<file path="src/shared/clk_sync_pkg.sv">
// constants shared by the output sync and reset control ends
package clk_sync_pkg;
    localparam int          NUM_CH         = 4;
    localparam int          OUT_PER_CH     = 3;
    localparam int          NUM_OUT        = 12;
    localparam int          FRAME_BITS     = 24;
    // register addresses
    localparam logic [15:0] ADDR_SPCFG     = 16'h0000;
    localparam logic [15:0] ADDR_OUT_BASE  = 16'h00F0;
    localparam logic [15:0] ADDR_OUT_LAST  = 16'h00FB;
    localparam logic [15:0] ADDR_CH_BASE   = 16'h0190;
    localparam logic [15:0] ADDR_DIST      = 16'h0230;
    localparam logic [15:0] ADDR_UPDATE    = 16'h0232;
    // field positions
    localparam int          SP_SRST_LO     = 2;
    localparam int          SP_SRST_HI     = 5;
    localparam int          DIST_SOFT_SYNC = 0;
    localparam int          DIST_PD        = 1;
    localparam int          UPD_XFER       = 0;
    localparam int          OUT_PD         = 0;
    localparam int          OUT_SWING_LO   = 1;
    localparam int          OUT_CMOS       = 3;
    localparam int          OUT_INV_A      = 4;
    localparam int          OUT_EN_A       = 5;
    localparam int          OUT_EN_B       = 6;
    localparam int          OUT_INV_B      = 7;
    localparam int          CH_DLY_LO      = 0;
    localparam int          CH_ILH         = 4;
    localparam int          CH_EXCL        = 5;
    localparam int          CH_PD          = 6;
    // reset values
    localparam logic [7:0]  SPCFG_RST      = 8'h00;
    localparam logic [7:0]  OUT_CFG_RST    = 8'h02;
    localparam logic [7:0]  CH_DIV_RST     = 8'h00;
    localparam logic [7:0]  CH_CTL_RST     = 8'h00;
    localparam logic [7:0]  DIST_RST       = 8'h00;
    // timing
    localparam int          CLK_HZ         = 20_000_000;
    localparam int          SYNC_PIPE_CYC  = 15;
    localparam int          POR_SYNC_MS    = 50;
    localparam int          POR_SYNC_CYC   = CLK_HZ / 1000 * POR_SYNC_MS;
    localparam int          HW_NVM_MS      = 20;
    localparam int          HW_NVM_CYC     = CLK_HZ / 1000 * HW_NVM_MS;
    localparam int          HW_DEF_US      = 2;
    localparam int          HW_DEF_CYC     = CLK_HZ / 1_000_000 * HW_DEF_US;
    localparam int          SCLK_HALF_CYC  = 2;
    localparam int          PIN_LOW_CYC    = 4;
endpackage : clk_sync_pkg

</file>
<file path="src/shared/clk_sync_if.sv">
// pins between the host controller and the clock distribution device
`timescale 1ns/1ns
`default_nettype none
interface clk_sync_if;
    logic sync_n;
    logic reset_n;
    logic sleep_pin_n;
    logic cfg_src;
    logic sclk;
    logic csb;
    logic sdi;
    modport dev  (input sync_n, reset_n, sleep_pin_n, cfg_src, sclk, csb, sdi);
    modport host (output sync_n, reset_n, sleep_pin_n, cfg_src, sclk, csb, sdi);
endinterface : clk_sync_if
`default_nettype wire

</file>
<file path="src/verilog/chan_div.sv">
// one channel divider with static preset and coarse delay restart
`timescale 1ns/1ns
`default_nettype none
module chan_div (
    input  wire logic       clk,
    input  wire logic       rst_b,
    input  wire logic       hold,
    input  wire logic       pd,
    input  wire logic [3:0] n_hi,
    input  wire logic [3:0] m_lo,
    input  wire logic       initial_level_high,
    input  wire logic [3:0] coarse_delay_field,
    output logic            lvl_r
);
    logic [5:0] cnt_r;
    logic       run_r;
    logic [5:0] dly;

    // m_lo holds low cycles minus one, so the weighted delay adds m_lo plus two; reaches 32
    always_comb begin
        if (!initial_level_high) begin
            dly = {2'b00, coarse_delay_field};
        end else begin
            dly = 6'({2'b00, coarse_delay_field} + {2'b00, m_lo} + 6'h02);
        end
    end

    always_ff @(posedge clk) begin
        if (!rst_b || pd) begin
            lvl_r <= 1'b0;
            cnt_r <= 6'h00;
            run_r <= 1'b0;
        end else if (hold) begin
            lvl_r <= initial_level_high;
            cnt_r <= dly;
            run_r <= 1'b0;
        end else if (!run_r) begin
            if (cnt_r == 6'h00) begin
                run_r <= 1'b1;
                lvl_r <= 1'b1;
                cnt_r <= {2'b00, n_hi};
            end else begin
                cnt_r <= cnt_r - 6'h01;
            end
        end else if (cnt_r == 6'h00) begin
            lvl_r <= ~lvl_r;
            cnt_r <= lvl_r ? {2'b00, m_lo} : {2'b00, n_hi};
        end else begin
            cnt_r <= cnt_r - 6'h01;
        end
    end
endmodule : chan_div
`default_nettype wire

</file>
<file path="src/verilog/sync_dev.sv">
// device end: serial registers, reset sequencing, sync and output drivers
`timescale 1ns/1ns
`default_nettype none
module sync_dev #(
    parameter int         POR_CYC    = clk_sync_pkg::POR_SYNC_CYC,
    parameter int         HW_NVM_CYC = clk_sync_pkg::HW_NVM_CYC,
    parameter logic [7:0] NVM_OUT    = 8'h0A,
    parameter logic [7:0] NVM_DIV    = 8'h11,
    parameter logic [7:0] NVM_CTL    = 8'h00
) (
    input  wire logic         clk,
    input  wire logic         rst_b,
    clk_sync_if.dev           pins,
    input  wire logic         cal_busy,
    output logic [11:0]       diff_q,
    output logic [11:0]       diff_on,
    output logic [11:0]       safe_pd,
    output logic              total_pd,
    output logic [11:0][1:0]  swing,
    output logic [11:0]       cmos_a,
    output logic [11:0]       cmos_b,
    output logic [11:0]       cmos_a_oe,
    output logic [11:0]       cmos_b_oe,
    output logic              sync_active
);
    localparam int WAIT_W = $clog2(POR_CYC + HW_NVM_CYC + 2);
    typedef enum logic [1:0] {ST_POR, ST_HWRST, ST_RUN} seq_t;

    // 0 sync, 1 reset, 2 sleep, 3 cfg_src, 4 sclk, 5 csb, 6 sdi
    logic [6:0]        pin_m_r;
    logic [6:0]        pin_s_r;
    logic              sclk_d_r;
    logic              sync_d_r;
    logic              sclk_rise;
    logic [23:0]       shift_r;
    logic [4:0]        bit_cnt_r;
    logic              wr_stb_r;
    logic [15:0]       wr_addr_r;
    logic [7:0]        wr_data_r;
    logic [7:0]        spcfg_r;
    logic              srst_r;
    logic [7:0]        out_cfg_r [12];
    logic [7:0]        ch_div_r  [4];
    logic [7:0]        ch_ctl_r  [4];
    logic [7:0]        dist_stage_r;
    logic [7:0]        dist_act_r;
    seq_t              seq_r;
    logic [WAIT_W-1:0] wait_r;
    logic              restore;
    logic              hold_lvl;
    logic [4:0]        pipe_r;
    logic              hold_r;
    logic [3:0]        ch_lvl;

    // every pin crosses two flops before use
    always_ff @(posedge clk) begin
        if (!rst_b) begin
            pin_m_r  <= 7'h3F;
            pin_s_r  <= 7'h3F;
            sclk_d_r <= 1'b1;
            sync_d_r <= 1'b1;
        end else begin
            pin_m_r  <= {pins.sdi, pins.csb, pins.sclk, pins.cfg_src,
                         pins.sleep_pin_n, pins.reset_n, pins.sync_n};
            pin_s_r  <= pin_m_r;
            sclk_d_r <= pin_s_r[4];
            sync_d_r <= pin_s_r[0];
        end
    end
    assign sclk_rise = pin_s_r[4] & ~sclk_d_r;

    // serial frame: 16 address bits then 8 data bits, msb first
    always_ff @(posedge clk) begin
        if (!rst_b || pin_s_r[5]) begin
            bit_cnt_r <= 5'h00;
            shift_r   <= 24'h000000;
            wr_stb_r  <= 1'b0;
        end else begin
            wr_stb_r <= 1'b0;
            if (sclk_rise) begin
                shift_r   <= {shift_r[22:0], pin_s_r[6]};
                bit_cnt_r <= (bit_cnt_r == 5'(clk_sync_pkg::FRAME_BITS - 1)) ? 5'h00
                                                                              : bit_cnt_r + 5'h01;
                wr_stb_r  <= (bit_cnt_r == 5'(clk_sync_pkg::FRAME_BITS - 1));
            end
        end
    end
    assign wr_addr_r = shift_r[23:8];
    assign wr_data_r = shift_r[7:0];

    // config register keeps its value; the reset bits clear on the next serial clock rise, and only when both were written high
    always_ff @(posedge clk) begin
        if (!rst_b) begin
            spcfg_r <= clk_sync_pkg::SPCFG_RST;
            srst_r  <= 1'b0;
        end else if (wr_stb_r && wr_addr_r == clk_sync_pkg::ADDR_SPCFG) begin
            spcfg_r <= wr_data_r;
            srst_r  <= wr_data_r[clk_sync_pkg::SP_SRST_LO]
                     & wr_data_r[clk_sync_pkg::SP_SRST_HI];
        end else if (srst_r && sclk_rise) begin
            srst_r  <= 1'b0;
            spcfg_r[clk_sync_pkg::SP_SRST_LO] <= 1'b0;
            spcfg_r[clk_sync_pkg::SP_SRST_HI] <= 1'b0;
        end
    end

    assign restore = (seq_r != ST_RUN) | srst_r;

    // per output driver configuration
    always_ff @(posedge clk) begin
        for (int i = 0; i < clk_sync_pkg::NUM_OUT; i++) begin
            if (!rst_b) begin
                out_cfg_r[i] <= clk_sync_pkg::OUT_CFG_RST;
            end else if (restore) begin
                out_cfg_r[i] <= pin_s_r[3] ? NVM_OUT : clk_sync_pkg::OUT_CFG_RST;
            end else if (wr_stb_r && wr_addr_r == clk_sync_pkg::ADDR_OUT_BASE + 16'(i)) begin
                out_cfg_r[i] <= wr_data_r;
                if (wr_data_r[clk_sync_pkg::OUT_CMOS] && !out_cfg_r[i][clk_sync_pkg::OUT_CMOS]) begin
                    out_cfg_r[i][clk_sync_pkg::OUT_EN_B:clk_sync_pkg::OUT_EN_A] <= 2'b11;
                end
            end
        end
    end

    // per channel divider and control, two addresses per channel
    always_ff @(posedge clk) begin
        for (int c = 0; c < clk_sync_pkg::NUM_CH; c++) begin
            if (!rst_b) begin
                ch_div_r[c] <= clk_sync_pkg::CH_DIV_RST;
                ch_ctl_r[c] <= clk_sync_pkg::CH_CTL_RST;
            end else if (restore) begin
                ch_div_r[c] <= pin_s_r[3] ? NVM_DIV : clk_sync_pkg::CH_DIV_RST;
                ch_ctl_r[c] <= pin_s_r[3] ? NVM_CTL : clk_sync_pkg::CH_CTL_RST;
            end else if (wr_stb_r) begin
                if (wr_addr_r == clk_sync_pkg::ADDR_CH_BASE + 16'(2 * c)) begin
                    ch_div_r[c] <= wr_data_r;
                end
                if (wr_addr_r == clk_sync_pkg::ADDR_CH_BASE + 16'(2 * c + 1)) begin
                    ch_ctl_r[c] <= wr_data_r;
                end
            end
        end
    end

    // distribution register is staged and takes effect on update
    always_ff @(posedge clk) begin
        if (!rst_b || restore) begin
            dist_stage_r <= clk_sync_pkg::DIST_RST;
            dist_act_r   <= clk_sync_pkg::DIST_RST;
        end else if (wr_stb_r && wr_addr_r == clk_sync_pkg::ADDR_DIST) begin
            dist_stage_r <= wr_data_r;
        end else if (wr_stb_r && wr_addr_r == clk_sync_pkg::ADDR_UPDATE
                     && wr_data_r[clk_sync_pkg::UPD_XFER]) begin
            dist_act_r   <= dist_stage_r;
        end
    end

    // power-on wait, hardware reset wait
    always_ff @(posedge clk) begin
        if (!rst_b) begin
            seq_r  <= ST_POR;
            wait_r <= WAIT_W'(POR_CYC);
        end else if (!pin_s_r[1]) begin
            seq_r  <= ST_HWRST;
            wait_r <= pin_s_r[3] ? WAIT_W'(HW_NVM_CYC)
                                 : WAIT_W'(clk_sync_pkg::HW_DEF_CYC);
        end else if (seq_r != ST_RUN) begin
            if (wait_r == '0) begin
                seq_r <= ST_RUN;
            end else begin
                wait_r <= wait_r - WAIT_W'(1);
            end
        end
    end

    // any source holds sync; release runs the restart pipeline
    assign hold_lvl = ~pin_s_r[0] | ~sync_d_r
                    | dist_act_r[clk_sync_pkg::DIST_SOFT_SYNC]
                    | dist_act_r[clk_sync_pkg::DIST_PD] | srst_r
                    | ~pin_s_r[2] | ~pin_s_r[1]
                    | cal_busy
                    | (seq_r != ST_RUN);

    always_ff @(posedge clk) begin
        if (!rst_b) begin
            pipe_r <= 5'(clk_sync_pkg::SYNC_PIPE_CYC);
            hold_r <= 1'b1;
        end else if (hold_lvl) begin
            pipe_r <= 5'(clk_sync_pkg::SYNC_PIPE_CYC);
            hold_r <= 1'b1;
        end else if (pipe_r != 5'h00) begin
            pipe_r <= pipe_r - 5'h01;
        end else begin
            hold_r <= 1'b0;
        end
    end
    assign sync_active = hold_r;

    genvar g;
    generate
        for (g = 0; g < clk_sync_pkg::NUM_CH; g++) begin : g_ch
            chan_div u_div (
                .clk                (clk),
                .rst_b              (rst_b),
                .hold               (hold_r & ~ch_ctl_r[g][clk_sync_pkg::CH_EXCL]),
                .pd                 (ch_ctl_r[g][clk_sync_pkg::CH_PD] | ~pin_s_r[2]),
                .n_hi               (ch_div_r[g][3:0]),
                .m_lo               (ch_div_r[g][7:4]),
                .initial_level_high (ch_ctl_r[g][clk_sync_pkg::CH_ILH]),
                .coarse_delay_field (ch_ctl_r[g][clk_sync_pkg::CH_DLY_LO +: 4]),
                .lvl_r              (ch_lvl[g])
            );
        end
        for (g = 0; g < clk_sync_pkg::NUM_OUT; g++) begin : g_out
            localparam int CH = g / clk_sync_pkg::OUT_PER_CH;
            logic spd;
            logic cm;
            assign spd = out_cfg_r[g][clk_sync_pkg::OUT_PD]
                       | ch_ctl_r[CH][clk_sync_pkg::CH_PD] | ~pin_s_r[2];
            assign cm  = out_cfg_r[g][clk_sync_pkg::OUT_CMOS];
            always_ff @(posedge clk) begin
                if (!rst_b) begin
                    diff_q[g]    <= 1'b0;
                    diff_on[g]   <= 1'b0;
                    safe_pd[g]   <= 1'b1;
                    swing[g]     <= 2'b00;
                    cmos_a[g]    <= 1'b0;
                    cmos_b[g]    <= 1'b0;
                    cmos_a_oe[g] <= 1'b0;
                    cmos_b_oe[g] <= 1'b0;
                end else begin
                    diff_on[g]   <= ~cm & ~spd & ~total_pd;
                    safe_pd[g]   <= spd;
                    swing[g]     <= out_cfg_r[g][clk_sync_pkg::OUT_SWING_LO +: 2];
                    diff_q[g]    <= ~cm & ~spd & ~total_pd
                                  & (ch_lvl[CH] ^ out_cfg_r[g][clk_sync_pkg::OUT_INV_A]);
                    cmos_a_oe[g] <= cm & ~spd & out_cfg_r[g][clk_sync_pkg::OUT_EN_A];
                    cmos_b_oe[g] <= cm & ~spd & out_cfg_r[g][clk_sync_pkg::OUT_EN_B];
                    cmos_a[g]    <= cm & ~spd & out_cfg_r[g][clk_sync_pkg::OUT_EN_A]
                                  & (ch_lvl[CH] ^ out_cfg_r[g][clk_sync_pkg::OUT_INV_A]);
                    cmos_b[g]    <= cm & ~spd & out_cfg_r[g][clk_sync_pkg::OUT_EN_B]
                                  & (ch_lvl[CH] ^ out_cfg_r[g][clk_sync_pkg::OUT_INV_B]);
                end
            end
        end
    endgenerate

    always_ff @(posedge clk) begin
        if (!rst_b) begin
            total_pd <= 1'b0;
        end else begin
            total_pd <= dist_act_r[clk_sync_pkg::DIST_PD];
        end
    end
endmodule : sync_dev
`default_nettype wire

</file>
<file path="src/flat_wrapper.sv">
// flat-port wrapper written by rule: the top's interface ports become plain ports
module sync_dev_flat 
#(
    parameter int         POR_CYC    = clk_sync_pkg::POR_SYNC_CYC,
    parameter int         HW_NVM_CYC = clk_sync_pkg::HW_NVM_CYC,
    parameter logic [7:0] NVM_OUT    = 8'h0A,
    parameter logic [7:0] NVM_DIV    = 8'h11,
    parameter logic [7:0] NVM_CTL    = 8'h00
)
  (clk, rst_b, cal_busy, diff_q, diff_on, safe_pd, total_pd, swing, cmos_a, cmos_b, cmos_a_oe, cmos_b_oe, sync_active, pins_sync_n, pins_reset_n, pins_sleep_pin_n, pins_cfg_src, pins_sclk, pins_csb, pins_sdi);
  clk_sync_if pins_i ();
  input  wire logic clk;
  input  wire logic rst_b;
  input  wire logic cal_busy;
  output logic [11:0] diff_q;
  output logic [11:0] diff_on;
  output logic [11:0] safe_pd;
  output logic total_pd;
  output logic [11:0][1:0] swing;
  output logic [11:0] cmos_a;
  output logic [11:0] cmos_b;
  output logic [11:0] cmos_a_oe;
  output logic [11:0] cmos_b_oe;
  output logic sync_active;
  input wire logic [$bits(pins_i.sync_n)-1:0] pins_sync_n;
  input wire logic [$bits(pins_i.reset_n)-1:0] pins_reset_n;
  input wire logic [$bits(pins_i.sleep_pin_n)-1:0] pins_sleep_pin_n;
  input wire logic [$bits(pins_i.cfg_src)-1:0] pins_cfg_src;
  input wire logic [$bits(pins_i.sclk)-1:0] pins_sclk;
  input wire logic [$bits(pins_i.csb)-1:0] pins_csb;
  input wire logic [$bits(pins_i.sdi)-1:0] pins_sdi;
  assign pins_i.sync_n = pins_sync_n;
  assign pins_i.reset_n = pins_reset_n;
  assign pins_i.sleep_pin_n = pins_sleep_pin_n;
  assign pins_i.cfg_src = pins_cfg_src;
  assign pins_i.sclk = pins_sclk;
  assign pins_i.csb = pins_csb;
  assign pins_i.sdi = pins_sdi;
  sync_dev #(.POR_CYC(POR_CYC), .HW_NVM_CYC(HW_NVM_CYC), .NVM_OUT(NVM_OUT), .NVM_DIV(NVM_DIV), .NVM_CTL(NVM_CTL)) u_core (.clk(clk), .rst_b(rst_b), .pins(pins_i), .cal_busy(cal_busy), .diff_q(diff_q), .diff_on(diff_on), .safe_pd(safe_pd), .total_pd(total_pd), .swing(swing), .cmos_a(cmos_a), .cmos_b(cmos_b), .cmos_a_oe(cmos_a_oe), .cmos_b_oe(cmos_b_oe), .sync_active(sync_active));
endmodule
</file>
<file path="config.mk">
export PLATFORM = sky130hd
export DESIGN_NAME = sync_dev_flat
export DESIGN_NICKNAME = d
export VERILOG_FILES = /design/src/shared/clk_sync_pkg.sv /design/src/shared/clk_sync_if.sv /design/src/verilog/chan_div.sv /design/src/verilog/sync_dev.sv /design/src/flat_wrapper.sv
export SDC_FILE = /design/constraint.sdc
export NUM_CORES = 1
export LEC_CHECK = 0
export ABC_AREA = 1
export BUFFER_PORTS_ARGS = -buffer_cell sky130_fd_sc_hd__buf_2
export CORE_AREA = 5 5 166 184
export CTS_CLUSTER_SIZE = 28
export DETAILED_ROUTE_END_ITERATION = 8
export DIE_AREA = 0 0 171 189
export GPL_ROUTABILITY_DRIVEN = 1
export GPL_TIMING_DRIVEN = 0
export PLACE_DENSITY_LB_ADDON = 0.2
export REMOVE_ABC_BUFFERS = 1
export SLEW_MARGIN = 20
export SYNTH_ARGS = -nofsm -noshare
export SYNTH_HDL_FRONTEND = slang
export SYNTH_SLANG_ARGS = --single-unit
</file>
<file path="constraint.sdc">
create_clock -name clk -period 2.57 [get_ports clk]
set_input_delay 0.257 -clock clk [delete_from_list [all_inputs] [get_ports clk]]
set_output_delay 0.257 -clock clk [all_outputs]
set_load 0.05 [all_outputs]
</file>
Yosys cells after proc, flatten, opt, wreduce, memory -nomap -nowiden

Memories as Yosys holds them, arrays and structs flattened.
Index checks and enable logic that the tools add are counted.
W data, S select, Z words.

Memory bits (writable): 160
Register bits after elaboration: 221
Word-level logic and storage cells: 760
Output and inout port bits: 110
Memories: 3

Equal/unequal tests: 27
Mux-type cells: 264
Bitwise gates (word level): 256
Add/sub/neg operators: 15
Reduce and logical (&&, ||, !) cells: 71

Memory list:

| memory           | words | bits a word | rd ports | clocked after memory_dff | wr ports | RTL line       | RTL |
|---|---|---|---|---|---|---|---|
| u_core.out_cfg_r | 12    | 8           | 12       | 0                        | 12       | sync_dev.sv:42 | `logic [7:0] out_cfg_r [12];` |
| u_core.ch_ctl_r  | 4     | 8           | 4        | 0                        | 4        | sync_dev.sv:44 | `logic [7:0] ch_ctl_r [4];` |
| u_core.ch_div_r  | 4     | 8           | 4        | 0                        | 4        | sync_dev.sv:43 | `logic [7:0] ch_div_r [4];` |

Operators by type and width:

| kind                    | count |
|---|---|
| $mux W8                 | 40 |
| $eq A16 B8 Y1 const B   | 12 |
| $mux W1                 | 181 |
| $eq A16 B9 Y1 const B   | 8 |
| $mux W6                 | 20 |
| $and A1 B1 Y1           | 102 |
| $or A1 B1 Y1            | 89 |
| $mux W21                | 3 |
| $not A1 Y1              | 41 |
| $eq A16 B10 Y1 const B  | 2 |
| $logic_and A1 B1 Y1     | 29 |
| $add A5 B2 Y6 const B   | 4 |
| $logic_not A6 Y1        | 4 |
| $mux W2                 | 12 |
| $sub A6 B1 Y6 const B   | 4 |
| $xor A1 B1 Y1           | 24 |
| $logic_not A21 Y1       | 1 |
| $sub A21 B1 Y21 const B | 1 |
| $add A4 B4 Y5           | 4 |
| $mux W4                 | 5 |
| $mux W19                | 1 |
| $logic_not A16 Y1       | 1 |
| $logic_not A1 Y1        | 13 |
| $reduce_or A2 Y1        | 6 |
| 9 further kinds         | 26 |

Depth between registers and ports, before layout

Gate-level depths: netlist of the first run.

Word-level depth: 10
Gate-level depth with buffers: 13

Cells and area by module

Synthesis of the first run repeated with hierarchy kept, for this count alone.

Cell total of the unflattened synthesis: 1758
Area total of the unflattened synthesis: 15970.3 um^2

Modules (own cells, without submodules):

| module                              | times used | area an instance (um^2) | cells an instance |
|---|---|---|---|
| sync_dev                            | 1          | 12932.4                 | 1294 |
| chan_div (u_core.g_ch[0].u_div ...) | 3          | 762.0                   | 116 |
| chan_div (u_core.g_ch[2].u_div)     | 1          | 752.0                   | 116 |

Worst setup path before layout of the first run

Ideal clock, no wire load.

Path kind: reg2reg
From: register u_core.shift_r[18]
To: memory u_core.out_cfg_r[1][0], enable pin
Stages on the path, launching flop included: 8
Arrival time: 1602 ps
Clock period less this slack: 1921 ps
Data required time: 2252 ps
Slack: 649 ps
Cells stage by stage: dfxtp_1 or2_4 nor3_4 nand2_2 nor3_4 buf_6 nand2_4 nand2_1

RTL lines:

| item                   | RTL line       | RTL |
|---|---|---|
| from (decl)            | sync_dev.sv:35 | `logic [23:0] shift_r;` |
| from (signal assigned) | sync_dev.sv:81 | `shift_r <= {shift_r[22:0], pin_s_r[6]};` |
| to (decl)              | sync_dev.sv:42 |  |

==> flow_metrics.py, run 1 <==
metrics = {
    "outcome": {
        "status": "completed",
    },
    "run": {
        "maxCapViolCount": 0,
    },
    "route": {
        "vias_per_cell": 5.31,
        "drt_pass1_iterations": 5,
        "ant_nets": 0,
        "route.detailed.drc": 0,
        "detail_route.wirelength_um": 35800,
        "drt_iter0_markers": 945,
        "via_count_of_the_routed_design": 11512,
        "routed_wire_length_per_instance_um": 16.5,
    },
    "timing": {
        "worst-slew-pin-transition_ns": 1.17,
        "grt_setup_unrepaired": "no",
        "min_period_ns": 2.43,
        "hold_violations": 0,
        "slew_headroom": 0.218,
        "final-setup-viol-count": 0,
        "slew_viol_final": 0,
        "skew_ns": 0.0145,
        "top_achievable_clock_speed_ghz": 0.411,
        "layout_worst_path_cycle_share": 0.946,
    },
    "critical_path": {
        "arrival_ns": 2.62,
        "critical_path_required_ns": 2.76,
        "cp-start-kind": "flop",
        "worstPathCellList": "or2_4 > nor2_1 > nand4_1 > nand2_1",
        "critical_path.endpoint_type": "flop",
        "worst_path_largest_cell_delay_ns": 0.64,
        "path_max_fanout": 8,
        "cp_slowest_cell": "nor2_1",
        "worst-setup-path-type": "flop to flop",
    },
    "synth": {
        "synthesis.yosys.warnings": 0,
        "synth_cell_types": 49,
        "ys_top_cells_by_area": "edfxtp_1 (30%), dfxtp_1 (29%), nor2_1 (5.9%)",
        "synth_flop_cell": "dfxtp_1",
        "syn-cell-area_sq_um": 15400,
        "synth_edf_count": 156,
        "ys_seq_area_frac": 0.590,
        "syn-mean-instance-area_sq_um": 9.34,
        "register_bit_total_from_synthesis": 377,
        "synthArstFlopShare": 0,
        "yosys.area.top_type": "edfxtp_1",
        "synthMostInstantiatedCell": "nor2_1",
        "synth_largest_type_area_fraction": 0.304,
        "post_synth_top_cells": "nor2_1 (244), dfxtp_1 (221), nand2_1 (211)",
        "syn-instance-count": 1652,
    },
    "layout": {
        "postLayoutCoreUtil": 0.623,
        "finish.cell_count_without_fillers": 2169,
        "final_layout_size_suffix_gt1_frac": 0.131,
        "syn_to_final_growth_pct": 14.6,
        "nets": 1826,
        "n_antenna_cell": 0,
    },
    "floorplanning": {
        "rows": 65,
        "die_h_um": 189,
        "start_util": 0.544,
        "pin_count": 120,
        "coreArea_sq_um": 28400,
        "fp.dieW_um": 171,
        "dieArea_sq_um": 32300,
    },
    "place": {
        "placedCellCount": 2090,
        "place.detailed.hpwl_um": 23900,
        "gp_routability_congestion": 0.900,
        "port_buffers": 119,
    },
    "power_and_ir_drop": {
        "total_leakage_power_nw": 7.32,
        "power_mw": 12.4,
        "vdd_drop_max_mv": 0.568,
        "powerDensity_nw_per_um2": 701,
    },
    "clock_tree": {
        "clk_transition_reported_paths_ns": 0.06,
        "tritoncts.num_buffers": 38,
        "ctsHtreeMaxLevel": 2,
        "clock_tree.buffer_depth": 3,
        "root_buffer": "clkbuf_16",
        "clk-insertion-delay-late_ns": 0.52,
        "tritoncts_num_sinks": 377,
        "cts_tree": "built",
    },
    "global_route": {
        "globalRoute.totalOverflow": 0,
        "grt_max_degree": 42,
        "antenna_found_initial": 0,
        "grt_pass1_vias": 11047,
        "grt.total_usage": 0.218,
        "grt_pass1_wl_um": 56500,
    },
    "hold_path": {
        "hold_path_class": "input pin to flop",
    },
}
## cell families after synthesis
family                     Yosys count  synth area share
and+or+nand+nor                    686             0.199
DFF                                377             0.590
buffers and inverters              265            0.0653
AOI/OAI and AO/OA                  239            0.0841
adders and majority gates           44            0.0376
xor gates and xnor gates            40            0.0227
muxes                                1          0.000649
## placed cells by master, fill, tap and decap left out, types with 3 or more instances in the layout
cell,Yosys,routed
nand3_1,76,76
clkbuf_1,45,11
nand3b_1,6,6
buf_2,1,118
o21bai_1,3,3
or2_2,19,19
nor4_1,23,23
xnor2_1,27,27
nor2_1,244,244
a21oi_1,103,103
o21ai_0,93,93
nand2_1,211,209
xor2_1,13,13
nor2_2,6,6
nor2_4,3,3
o21a_1,3,3
dlygate4sd3_1,0,7
dfxtp_1,221,219
nand4_1,32,32
a31oi_1,11,11
clkinv_1,3,4
clkbuf_16,0,41
ha_1,40,40
fa_1,4,4
inv_1,209,208
nor3_1,46,45
o211ai_1,14,14
clkbuf_8,0,9
edfxtp_1,156,156
nand2_2,9,11
inv_2,3,3
## path summary, 6_finish.rpt
| kind | start | to | slack, ns | depth (start not counted) |
|---|---|---|---|---|
| max | u_core.shift_r[18]$_SDFFE_PP0P_ | u_core.ch_ctl_r[1][12]$_SDFFCE_PN0P_ | 0.14 | 4 |
| min | cal_busy | u_core.sync_active$_SDFFE_PP1N_ | 0.13 | 5 |
| max reg2reg | u_core.shift_r[18]$_SDFFE_PP0P_ | u_core.ch_ctl_r[1][12]$_SDFFCE_PN0P_ | 0.14 | 4 |
| min reg2reg | u_core.pin_m_r[5]$_SDFF_PN1_ | u_core.pin_s_r[5]$_SDFF_PN1_ | 0.41 | 1 |
## power by group
group	internal, mW	switching, mW	total (mW)
sequential	6.29	0.0692	6.36
combinational	0.150	0.391	0.541
clock	3.29	2.21	5.50
total	9.73	2.67	12.4
## final cells by class
type	instances	area (sq um)
clock inverter	7	67.6
multi-input combinational	1010	5330
sequential	377	9110
clock buffer	62	1200
tap	368	460
inverter	215	811
timing repair inverter	1	5.00
timing repair buffer	129	716
fill	2360	10700
## critical path, delay by kind of cell (launching register included)
kind	cells	cell delay, ns
flops	1	0.32
simple gates	4	1.78
## timing repair
action | in CTS | in global routing
endpoints found under the setup margin | 257 | 9
buffers inserted | 2 | 0
endpoints found under the hold margin | 7 | 0
hold buffers | 7 | 0
gates cloned | 1 | 0
resized for setup | 4 | 2
pin swaps | 2 | 0
## state kept, by name, indices dropped and copies added (netlist names), 21 cells and up
signal,count
u_core.shift_r,24
u_core.swing,24
u_core.g_ch.u_div.cnt_r,24
u_core.out_cfg_r,96
u_core.ch_ctl_r,28
u_core.wait_r,21
u_core.ch_div_r,32
## stage by stage
step	TNS, ns	area, sq um	hold WS (ns)	worst slack [ns]
2_1_floorplan	0	15200	0.326	0.0846
3_3_place_gp	-416.13	16300	0.392	-1.75
3_5_place_dp	-308.07	16300	0.399	-1.52
4_1_cts	0	17700	0.122	0.168
5_1_grt	0	17700	0.166	0.000509
6_report	0	17700	0.130	0.138
## metal layers
metal | track usage | wire [um] | part of all wire | vias up
li1 | - | - | - | 5736
met1 | 0.275 | 14800 | 0.41 | 5369
met2 | 0.384 | 17800 | 0.50 | 353
met3 | 0.0374 | 2420 | 0.068 | 54
met4 | 0.0616 | 811 | 0.023 | 0
met5 | 0 | 0 | 0 | -
(Power assumes the default switching activity.)
==> run 2: changes to the inputs <==
--- a/config.mk
+++ b/config.mk
@@ -7,10 +7,10 @@
 export LEC_CHECK = 0
 export ABC_AREA = 1
 export BUFFER_PORTS_ARGS = -buffer_cell sky130_fd_sc_hd__buf_2
-export CORE_AREA = 5 5 166 184
-export CTS_CLUSTER_SIZE = 28
+export CORE_AREA = 5 5 176 220
+export CTS_CLUSTER_SIZE = 8
 export DETAILED_ROUTE_END_ITERATION = 8
-export DIE_AREA = 0 0 171 189
+export DIE_AREA = 0 0 181 225
 export GPL_ROUTABILITY_DRIVEN = 1
 export GPL_TIMING_DRIVEN = 0
 export PLACE_DENSITY_LB_ADDON = 0.2
==> flow_metrics.py, run 2 (synthesis gave the netlist of run 1 again) <==
metrics = {
    "power_and_ir_drop": {
        "powerDensity_nw_per_um2": 729,
        "power_frac_comb": 0.041,
        "power_mw": 13.2,
        "netSwitchingFraction": 0.221,
        "total_leakage_power_nw": 7.45,
        "power_frac_clock": 0.477,
        "power.net_switching_mw": 2.93,
        "vdd_drop_max_mv": 0.463,
        "cell_internal_pwr_mw": 10.3,
        "power.share.sequential": 0.482,
    },
    "timing": {
        "top_achievable_clock_speed_ghz": 0.415,
        "fin_setup_tns_ns": 0,
        "final-setup-viol-count": 0,
        "grt_setup_unrepaired": "no",
        "slew_headroom": 0.225,
        "layout_setup_ws_ns": 0.160,
        "min_period_ns": 2.41,
        "layout_worst_path_cycle_share": 0.938,
        "hold_violations": 0,
        "slew_viol_final": 0,
        "worst-slew-pin-transition_ns": 1.16,
        "skew_ns": 0.0233,
    },
    "floorplanning": {
        "pin_count": 120,
        "coreArea_sq_um": 36200,
        "fp.dieW_um": 181,
        "dieArea_sq_um": 40700,
        "rows": 78,
        "die_h_um": 225,
        "start_util": 0.426,
    },
    "place": {
        "placement.setup.worst_slack_ns": -1.51,
        "placedCellCount": 2202,
        "port_buffers": 119,
        "gp_routability_congestion": 0.873,
        "place.detailed.hpwl_um": 25000,
    },
    "route": {
        "drt_pass1_iterations": 5,
        "route.detailed.drc": 0,
        "vias_per_cell": 5.04,
        "via_count_of_the_routed_design": 11649,
        "ant_nets": 0,
        "routed_wire_length_per_instance_um": 16.4,
        "drt_iter0_markers": 840,
        "detail_route.wirelength_um": 37900,
    },
    "global_route": {
        "grt_pass1_wl_um": 60100,
        "antenna_found_initial": 0,
        "grt_pass1_vias": 11311,
        "grt.total_usage": 0.183,
        "globalRoute.totalOverflow": 0,
        "grt_max_degree": 42,
    },
    "clock_tree": {
        "clk_transition_reported_paths_ns": 0.05,
        "tritoncts_num_sinks": 377,
        "clock_tree.buffer_depth": 3,
        "root_buffer": "clkbuf_16",
        "cts_tree": "built",
        "clk-insertion-delay-late_ns": 0.57,
        "ctsHtreeMaxLevel": 2,
        "tritoncts.num_buffers": 53,
    },
    "layout": {
        "biggestRegsByFlops": "u_core.out_cfg_r (96), u_core.ch_div_r (32), u_core.ch_ctl_r (28)",
        "nets": 1846,
        "postLayoutCoreUtil": 0.501,
        "syn_to_final_growth_pct": 17.6,
        "top_reg_by_flops": "u_core.out_cfg_r",
        "layout_commonest_cell": "nor2_1",
        "final_layout_size_suffix_gt1_frac": 0.132,
        "largest_register_ff_count": 96,
        "finish.cell_count_without_fillers": 2310,
        "mostFrequentLayoutCells": "nor2_1 (244), dfxtp_1 (219), nand2_1 (211), inv_1 (207), edfxtp_1 (156)",
        "n_antenna_cell": 0,
    },
    "critical_path": {
        "worst_path_largest_cell_delay_ns": 0.41,
        "reg2reg_slack_ns": 0.16,
        "worstRegToRegCells": 8,
        "critical_path_required_ns": 2.79,
        "path_max_fanout": 22,
        "critical_path.endpoint_type": "flop",
        "crit_end": "u_core.ch_ctl_r[1][2]$_SDFFCE_PN0P_",
        "worst-setup-path-type": "flop to flop",
        "regToRegStartpoint": "u_core.seq_r[1]$_SDFFE_PN0P_",
        "cp-start-kind": "flop",
        "worstPathCellList": "inv_1 > nor2_1 > nand2_1 > nor2_4 > buf_4 > buf_16 > nand4_1 > nand2_1",
        "arrival_ns": 2.63,
        "crit_path_frequent_cell": "nand2_1",
        "cp_slowest_cell": "nand2_1",
        "worstReg2RegEnd": "u_core.ch_ctl_r[1][2]$_SDFFCE_PN0P_",
        "worst_setup_path_startpoint": "u_core.seq_r[1]$_SDFFE_PN0P_",
    },
    "hold_path": {
        "hold_path_class": "input pin to flop",
    },
    "outcome": {
        "status": "completed",
    },
    "run": {
        "maxCapViolCount": 0,
    },
}
-- run 2: cell types whose count changed in the layout (fill, tap and decap cells not counted), moves of 2 or more --
cell and change:
clkbuf_16 +12, inv_4 -2, buf_4 +3, nand2_2 -2
nand2_1 +2, clkbuf_8 -8, clkbuf_1 +24, clkinv_8 +2
-- run 2: power by group through the flow --
| stage | Sequential, mW | Clock (mW) | Combinational [mW] |
|---|---|---|---|
| 6_report | 6.38 | 6.31 | 0.540 |
| 3_3_place_gp | 6.49 | 0 | 0.522 |
| 4_1_cts | 6.37 | 6.47 | 0.544 |
| 2_1_floorplan | 6.59 | 0 | 0.268 |
| 3_5_place_dp | 6.49 | 0 | 0.533 |
| 5_1_grt | 6.38 | 6.71 | 0.595 |
-- run 2: what timing repair did --
action,in CTS,in global routing
gates resized for setup,5,1
pin swaps,2,0
endpoints found under the setup margin,252,16
hold buffers,7,0
endpoints found under the hold margin,7,0
cloned,2,0
buffers inserted,6,0
-- run 2: per-stage QoR --
step / cell area [sq um] / hold WS, ns
4_1_cts: 18100 / 0.101
6_report: 18200 / 0.123
3_5_place_dp: 16500 / 0.400
3_3_place_gp: 16400 / 0.396
5_1_grt: 18200 / 0.118
2_1_floorplan: 15200 / 0.326
-- run 2: worst min-delay path by stage --
stage	from	to	slack, ns	depth (start not counted)
final	cal_busy	u_core.pipe_r[3]$_SDFFE_PP1P_	0.12	5
after global routing	cal_busy	u_core.sync_active$_SDFFE_PP1N_	0.12	5
after CTS	cal_busy	u_core.sync_active$_SDFFE_PP1N_	0.10	5
after detailed placement	u_core.pin_m_r[5]$_SDFF_PN1_	u_core.pin_s_r[5]$_SDFF_PN1_	0.40	1
after global placement	u_core.pin_m_r[3]$_SDFF_PN1_	u_core.pin_s_r[3]$_SDFF_PN1_	0.40	1
after floorplan	rst_b	u_core.sclk_d_r$_SDFF_PN1_	0.33	1
-- run 2: metal layers --
metal	track usage	up-vias	share of wire	wire length (um)
met5	0	-	0	0
met4	0.0685	0	0.032	1200
met3	0.0294	79	0.058	2210
met2	0.329	325	0.51	19300
met1	0.221	5463	0.40	15200
li1	-	5782	-	-
-- run 2: area by class of cell --
class	instances	area, sq um
Multi-Input combinational cell	1011	5340
Clock buffer	89	1470
Fill cell	3343	18000
Sequential cell	377	9110
Timing Repair inverter	1	7.51
Inverter	215	811
Clock inverter	4	48.8
Tap cell	480	601
Timing Repair Buffer	133	766
-- run 2: critical path: cells and delay by family (launching register included) --
kind,cells,cell delay [ns]
DFF,1,0.30
buffers and inverters,3,0.43
and+or+nand+nor,5,1.34
